===== src/rtl/ljsr_pkg.sv =====
/*
  Constants for the LED and jumper status register bank: register byte
  addresses, field positions, reset values and register widths.
  Assumes a 32-bit register address and one system clock.
*/
package ljsr_pkg;
  localparam int unsigned ADDR_W = 32;
  localparam int unsigned DATA_W = 8;
  localparam logic [31:0] LED_CTRL_ADDR  = 32'h80840020;
  localparam logic [31:0] JUMPER_A_ADDR  = 32'h10800000;
  localparam logic [31:0] JUMPER_B_ADDR  = 32'h22800000;
  localparam int unsigned LED_GREEN_BIT  = 0;
  localparam int unsigned LED_RED_BIT    = 1;
  localparam int unsigned CONSOLE_EN_BIT = 0;
  localparam int unsigned FLASH_WE_BIT   = 1;
  localparam int unsigned CONS_SWAP_BIT  = 3;
  localparam int unsigned USER1_BIT      = 4;
  localparam int unsigned USER2_BIT      = 0;
  localparam logic [7:0]  LED_RESET      = 8'h03;
  localparam logic [7:0]  READ_ZERO      = 8'h00;
endpackage


===== src/rtl/ljsr_jumper_if.sv =====
/*
  Carries the jumper fitted flags, all normalised to one meaning fitted,
  from the jumper sampler to the register bank.
  Assumes one clock domain.
*/
`timescale 1ns/100ps
interface ljsr_jumper_if;
  logic console_enable_jumper;
  logic flash_write_enable_jumper;
  logic console_swap_jumper;
  logic first_user_jumper;
  logic second_user_jumper;
  modport src (output console_enable_jumper, flash_write_enable_jumper,
               console_swap_jumper, first_user_jumper, second_user_jumper);
  modport dst (input console_enable_jumper, flash_write_enable_jumper,
               console_swap_jumper, first_user_jumper, second_user_jumper);
endinterface


===== src/rtl/ljsr_jumper_sample.sv =====
/*
  Registers the jumper pins once per clock; the pins are active high
  (high when fitted). Assumes pins are static straps, synchronous to clk.
*/
`timescale 1ns/100ps
module ljsr_jumper_sample (
  input  wire logic clk_sys_i,
  input  wire logic reset_i,
  input  wire logic console_enable_jumper_i,
  input  wire logic flash_write_enable_jumper_i,
  input  wire logic console_swap_jumper_i,
  input  wire logic first_user_jumper_i,
  input  wire logic second_user_jumper_i,
  ljsr_jumper_if.src jmp
);
  // one register stage so reads see a stable value
  always_ff @(posedge clk_sys_i) begin
    if (reset_i) begin
      jmp.console_enable_jumper     <= 1'b0;
      jmp.flash_write_enable_jumper <= 1'b0; // safe: protected at reset
      jmp.console_swap_jumper       <= 1'b0;
      jmp.first_user_jumper         <= 1'b0;
      jmp.second_user_jumper        <= 1'b0;
    end else begin
      jmp.console_enable_jumper     <= console_enable_jumper_i;
      jmp.flash_write_enable_jumper <= flash_write_enable_jumper_i;
      jmp.console_swap_jumper       <= console_swap_jumper_i;
      jmp.first_user_jumper         <= first_user_jumper_i;
      jmp.second_user_jumper        <= second_user_jumper_i;
    end
  end
endmodule


===== src/rtl/ljsr_led_jumper_regs.sv =====
/*
  LED and jumper status register bank: LED control register, two
  read-only jumper registers, and the flash write gate.
  Assumes a plain register port with read data one cycle after the read
  strobe, jumper pins high when fitted, and one synchronous reset.
*/
// Decided for this implementation: the plain strobed port.
`timescale 1ns/100ps
module ljsr_led_jumper_regs (
  input  wire logic        clk_sys_i,
  input  wire logic        reset_i,
  input  wire logic [31:0] addr_i,
  input  wire logic [7:0]  wdata_i,
  input  wire logic        wr_i,
  input  wire logic        rd_i,
  output logic      [7:0]  rdata_o,
  input  wire logic        console_enable_jumper_i,
  input  wire logic        flash_write_enable_jumper_i,
  input  wire logic        console_swap_jumper_i,
  input  wire logic        first_user_jumper_i,
  input  wire logic        second_user_jumper_i,
  input  wire logic        flash_wr_req_i,
  output logic             flash_wr_en_o,
  output logic             led_red_o,
  output logic             led_green_o
);
  logic [7:0] led_r;
  logic [7:0] rd_nxt;
  logic [7:0] jmp_a;
  logic [7:0] jmp_b;

  ljsr_jumper_if jif ();

  ljsr_jumper_sample i_ljsr_jumper_sample (
    .clk_sys_i                   (clk_sys_i),
    .reset_i                     (reset_i),
    .console_enable_jumper_i     (console_enable_jumper_i),
    .flash_write_enable_jumper_i (flash_write_enable_jumper_i),
    .console_swap_jumper_i       (console_swap_jumper_i),
    .first_user_jumper_i         (first_user_jumper_i),
    .second_user_jumper_i        (second_user_jumper_i),
    .jmp                         (jif.src)
  );

  // jumper register images; unused bits zero
  always_comb begin
    jmp_a = ljsr_pkg::READ_ZERO;
    jmp_a[ljsr_pkg::CONSOLE_EN_BIT] = jif.console_enable_jumper;
    jmp_a[ljsr_pkg::FLASH_WE_BIT] = jif.flash_write_enable_jumper;
    jmp_a[ljsr_pkg::CONS_SWAP_BIT] = ~jif.console_swap_jumper;
    jmp_a[ljsr_pkg::USER1_BIT] = ~jif.first_user_jumper;
    jmp_b = ljsr_pkg::READ_ZERO;
    jmp_b[ljsr_pkg::USER2_BIT] = jif.second_user_jumper;
  end

  // led register; writes to jumper addresses fall through, ignored
  always_ff @(posedge clk_sys_i) begin
    if (reset_i) begin
      led_r <= ljsr_pkg::LED_RESET;
    end else if (wr_i && addr_i == ljsr_pkg::LED_CTRL_ADDR) begin
      led_r <= wdata_i;
    end
  end

  // read mux; unmapped addresses read zero
  always_comb begin
    if (addr_i == ljsr_pkg::LED_CTRL_ADDR) begin
      rd_nxt = led_r;
    end else if (addr_i == ljsr_pkg::JUMPER_A_ADDR) begin
      rd_nxt = jmp_a;
    end else if (addr_i == ljsr_pkg::JUMPER_B_ADDR) begin
      rd_nxt = jmp_b;
    end else begin
      rd_nxt = ljsr_pkg::READ_ZERO;
    end
  end

  // read data valid only in the cycle after the strobe
  always_ff @(posedge clk_sys_i) begin
    if (reset_i) begin
      rdata_o <= ljsr_pkg::READ_ZERO;
    end else if (rd_i) begin
      rdata_o <= rd_nxt;
    end else begin
      rdata_o <= ljsr_pkg::READ_ZERO;
    end
  end

  // led pins from the register, one flop late to keep outputs registered
  always_ff @(posedge clk_sys_i) begin
    if (reset_i) begin
      led_red_o   <= 1'b1;
      led_green_o <= 1'b1;
    end else begin
      led_red_o   <= led_r[ljsr_pkg::LED_RED_BIT];
      led_green_o <= led_r[ljsr_pkg::LED_GREEN_BIT];
    end
  end

  // flash write gate: blocked unless the write-enable jumper is fitted
  always_ff @(posedge clk_sys_i) begin
    if (reset_i) begin
      flash_wr_en_o <= 1'b0;
    end else begin
      flash_wr_en_o <= flash_wr_req_i
                       && jif.flash_write_enable_jumper;
    end
  end
endmodule


===== config.mk =====
export PLATFORM = sky130hd
export DESIGN_NAME = ljsr_led_jumper_regs
export DESIGN_NICKNAME = d
export VERILOG_FILES = /design/src/rtl/ljsr_pkg.sv /design/src/rtl/ljsr_jumper_if.sv /design/src/rtl/ljsr_jumper_sample.sv /design/src/rtl/ljsr_led_jumper_regs.sv
export SDC_FILE = /design/constraint.sdc
export NUM_CORES = 1
export LEC_CHECK = 0
export ABC_CLOCK_PERIOD_IN_PS = 2500
export BUFFER_PORTS_ARGS = -buffer_cell sky130_fd_sc_hd__buf_2
export CORE_MARGIN = 2
export CORE_UTILIZATION = 44
export DETAILED_ROUTE_END_ITERATION = 7
export HOLD_SLACK_MARGIN = 0.1
export PLACE_DENSITY = 0.91
export SLEW_MARGIN = 20
export SYNTH_ARGS = -nofsm -noshare
export SYNTH_HDL_FRONTEND = slang
export SYNTH_SLANG_ARGS = --single-unit

===== constraint.sdc =====
create_clock -name clk_sys_i -period 2.5 [get_ports clk_sys_i]
set_input_delay 0.125 -clock clk_sys_i [delete_from_list [all_inputs] [get_ports clk_sys_i]]
set_output_delay 0.125 -clock clk_sys_i [all_outputs]
set_load 0.05 [all_outputs]

Word-level counts from Yosys, hierarchy flattened
Cells that the tools add are included.
Widths: inputs -> output; s select.
- output and inout bits: 11
- register bits: 24
- input port bits: 50
- word-level logic and storage cells: 22
- reductions and logical operators: 3
- bitwise logic cells: 3
- mux-type cells: 3
- eq/ne operators: 3
- operators by type and width (kind ; number):
    $eq 32x29->1 const B ; 1
    $eq 32x30->1 const B ; 1
    $eq 32x32->1 const B ; 1
    $mux 8 ; 1
    $mux 5 ; 1
    $not 1->1 ; 3
    $logic_and 1x1->1 ; 2
    $reduce_or 2->1 ; 1
    $mux 1 ; 1

Logic depth before layout (Yosys ltp)
- depth after elaboration: 4
- mapped depth: 5
- mapped depth without buffers: 4

Hierarchy
From an unflattened synthesis, not the netlist that was laid out.
- cells, all modules: 99
- area, all modules: 1002.2 um^2
- modules (own cells, without submodules) (module ; area each (um^2) ; cells each ; times used ; sequential area each (um^2)):
    ljsr_led_jumper_regs ; 870.8 ; 89 ; 1 ; 380.4
    ljsr_jumper_sample ; 131.4 ; 10 ; 1 ; 100.1

Worst setup path after synthesis
Ideal clock, no wire load.
- path type: input-to-reg
- start: input addr_i[13]
- end: register led_r[0]
- library setup time: 0.072 ns
- stages on the path: 5
- arrival time: 1.202 ns
- buffers on the path: 1
- required time: 2.428 ns
- setup slack: 1.226 ns
- path through: nor4_2 > nand4_2 > nor4b_2 > buf_6 > mux2i_1
- longest elaborated chain between the ends: 2
- RTL lines (item ; line ; RTL):
    start: declaration ; ljsr_led_jumper_regs.sv:12 ; input wire logic [31:0] addr_i,
    $eq 32x32->1 ; ljsr_led_jumper_regs.sv:60 ; end else if (wr_i && addr_i == ljsr_pkg::LED_CTRL_ADDR) begin
    $logic_and 1x1->1 ; ljsr_led_jumper_regs.sv:60 ;
    end signal: assignment ; ljsr_led_jumper_regs.sv:59 ; led_r <= ljsr_pkg::LED_RESET;
    end signal: assignment ; ljsr_led_jumper_regs.sv:61 ; led_r <= wdata_i;
    end: declaration ; ljsr_led_jumper_regs.sv:27 ; logic [7:0] led_r;
No other way between the ends.
A chain may end at the register's enable or synchronous reset.

Worst setup path after layout
- start: input addr_i[3]
- end: register led_r[1]
The elaborated chain is that of the path after synthesis.

==> metrics.cfg <==
[pwr]
clock_power_share_pct=36.3
powerDensity_nw_per_um2=495.6
total_power_mw=0.7435
seq_power_share_pct=52.3
vdd_ir_drop_max_mv=0.8961
swShare_pct=19.11
p_leak_nw=0.6801
switching_power_mw=0.1421
p_int_mw=0.6014
combPwrFrac_pct=11.4

[clocking]
cts.htree.levels=1
root_buffer=clkbuf_4
insertion_delay_ns=0.31
cts_tree=done
clkSinkCount=24
cts_resized=0
clockBufferDepth=2
clkTransAtPathRegs_ns=0.12
cts_buffers=3

[worst_setup_path]
worst_path_max_delay_cell=nor4_2
critPathMaxStageDelay_ns=0.31
rr_endpoint=rdata_o[0]
crit_path_end_kind=flop
worstPathCellList=buf_2 -> nor4_2 -> nand4_2 -> nor4b_2 -> buf_4 -> mux2i_1
critPathMaxFanout=8
r2r_cells=3
rr_startpoint=i_ljsr_jumper_sample.jmp.second_user_jumper
r2r_setup_slack_ns=1.70
setup.worst_path.start_class=input pin
arrival_ns=1.47
required_ns=2.74
critPathKind=input pin to flop

[global_route]
use_met2_pct=37.88
antenna_found_initial=0
grt_pass1_wl_mm=4.043
overflow=0
grtUsageMet3_pct=5.263
grt_pass1_vias=984
grt_max_degree=24
grt_util_all_layers_pct=20.24
gr-max-usage-layer=met2
grt.met1_usage_pct=21.40

[synthesis]
muxShareOfSynthArea_pct=8.142
synthXorXnorAreaFrac_pct=0
syn_nets=144
yosys.area.top_type=dfxtp_1
synth-edff-count=0
yosysSeqAreaShare_pct=48.85
synth_top_area_share_pct=48.85
ys.flop_type=dfxtp_1
synth_top_family_by_area=simple AND/OR/NAND/NOR gates
synthArstFlopShare_pct=0
ys_top_cells_by_count=dfxtp_1, nand2b_1, mux2i_1
yosysMostFrequentCell=dfxtp_1
synth_seq_cells=24
synth_area_leaders=dfxtp_1, mux2i_1, nand2b_1
yosys.area_share.simple_pct=35.75
syn_inst=94
synth_compound_area_share_pct=3.817
netlist_area_um2=983.4
synthAdderAreaFrac_pct=0
ys_types=26
ys_warn_count=0
syn_avg_cell_area_um2=10.46

[die]
core_um2=2170
io_pins=61
initial_core_util_pct=45.33
fp.dieH_um=51.28
dieWidth_um=51.28
fp.dieArea_um2=2629
rows=17

[sta]
fin_setup_tns_ns=0
timing.hold.ws_ns=0.1168
fmax_mhz=816.9
min_period_ns=1.224
fin_ws_ns=1.276
setup_violations=0
rsz0062_at_grt=no
final_max_slew_viol_count=0
fin_skew_ns=0.007561
fin_crit_sh_pct=48.96
hold_viol_final=0
slew_headroom_pct=75.72
tightest_slew_ns=0.3616

[finish]
syn2layout_area_growth_pct=52.54
nets=221
diodes=0
stdcell_area_um2=1500
fillerInstances=168
drive_gt1_share_pct=42.35

[routing]
drcViolationCount=0
wl_mm=2.389
post_drt_wl_per_cell_um=12.07
via_count=946
drt-pass1-iter-count=6
viasPerCell=4.778
drtIter0Drc=13
ant_nets=0

[run]
maxCapViolations=0

[hold_path]
hp-class=input pin to flop
worstHoldStart=addr_i[28]
whs_path_depth=3
holdPathEnd=rdata_o[1]

[place]
place_ws_ns=0.9622
place.port_buffers=60
gp_congestion=0.7372
placed_area_um2=1308
dp_hpwl_mm=1.673

[run_status]
status=completed

==> power by group through the flow <==
stage / logic (mW) / registers (mW) / clock network, mW
final: 0.0847 / 0.389 / 0.270
after global routing: 0.0926 / 0.389 / 0.293
after CTS: 0.0831 / 0.389 / 0.273
after detailed placement: 0.0663 / 0.397 / 0
after global placement: 0.0636 / 0.397 / 0
after floorplan: 0.0200 / 0.398 / 0
==> per-stage QoR <==
stage / util, % / std cells
finish: 69.15 / 198
global route: 69.15 / 198
CTS: 69.15 / 198
detailed placement: 60.27 / 180
global placement: 60.27 / 180
floorplan: - / 94
==> per-layer routing <==
layer | up-vias | wire length [µm] | part of all wire [%]
li1 | 479 | - | -
met1 | 432 | 884 | 37
met2 | 33 | 1382 | 58
met3 | 2 | 98 | 4.1
met4 | 0 | 24 | 1.0
met5 | - | 0 | 0
==> state kept, by name, summed over array words and instances (netlist names) <==
register / flops
led_r: 8
rdata_o: 8
flash_wr_en_o: 1
i_ljsr_jumper_sample.jmp.console_enable_jumper: 1
i_ljsr_jumper_sample.jmp.console_swap_jumper: 1
i_ljsr_jumper_sample.jmp.first_user_jumper: 1
i_ljsr_jumper_sample.jmp.flash_write_enable_jumper: 1
i_ljsr_jumper_sample.jmp.second_user_jumper: 1
led_green_o: 1
led_red_o: 1
==> placed cells by master, fill, tap and decap left out, drive strengths merged <==
master / synthesis / final
nor4b: 2 / 2
dlygate4sd3: 0 / 14
dfxtp: 24 / 24
nand2b: 12 / 12
and3: 5 / 5
clkbuf: 2 / 3
a21boi: 2 / 2
and2: 2 / 2
inv: 4 / 4
nor2b: 5 / 5
nand2: 3 / 3
nor3: 2 / 2
mux2i: 8 / 8
o2bb2ai: 2 / 2
o21ai: 1 / 1
nand3: 2 / 2
and4b: 1 / 1
nor2: 7 / 7
nor4: 6 / 6
nand4: 2 / 2
buf: 1 / 61
nand4b: 1 / 1
bufinv: 0 / 1
==> cell families after synthesis <==
| kind of cell | count (synthesis) |
|---|---|
| multiplexers | 8 |
| AND/OR/NAND/NOR | 50 |
| flip-flops | 24 |
| AO/OA/AOI/OAI | 5 |
| buffers and inverters | 7 |
==> repair_timing <==
| item | 4_1_cts | 5_1_grt |
|---|---|---|
| hold buffers | 14 | 0 |
| hold endpoints to repair | 14 | 0 |
| setup endpoints to repair | 0 | 0 |
| buffers inserted | 0 | 0 |
==> final cells by class <==
cell class                 count  area [µm²]  share of cell area (%)
multi-input combinational     63       469.2                   31.28
timing repair buffer          75       447.9                   29.86
sequential                    24       480.5                   32.03
inverter                       4       15.01                   1.001
clock buffer                   3       22.52                   1.501
clock inverter                 1       30.03                   2.002
tap                           28       35.03                   2.335
==> critical path, delay by kind of cell <==
| family | cells | cell delay [ns] |
|---|---|---|
| buffers and inverters | 2 | 0.34 |
| multiplexers | 1 | 0.20 |
| AND/OR/NAND/NOR | 3 | 0.80 |
==> how the worst max path moves through the flow <==
stage	from	to	slack (ns)	cells after the start
2_1_floorplan	addr_i[13]	led_r[0]	1.23	5
3_3_place_gp	addr_i[28]	led_r[7]	1.06	6
3_5_place_dp	addr_i[28]	led_r[1]	0.96	6
4_1_cts	addr_i[28]	led_r[1]	1.30	6
5_1_grt	addr_i[28]	led_r[4]	1.19	6
6_report	addr_i[3]	led_r[1]	1.28	6
No activity file was read; power rests on OpenSTA's default activity.
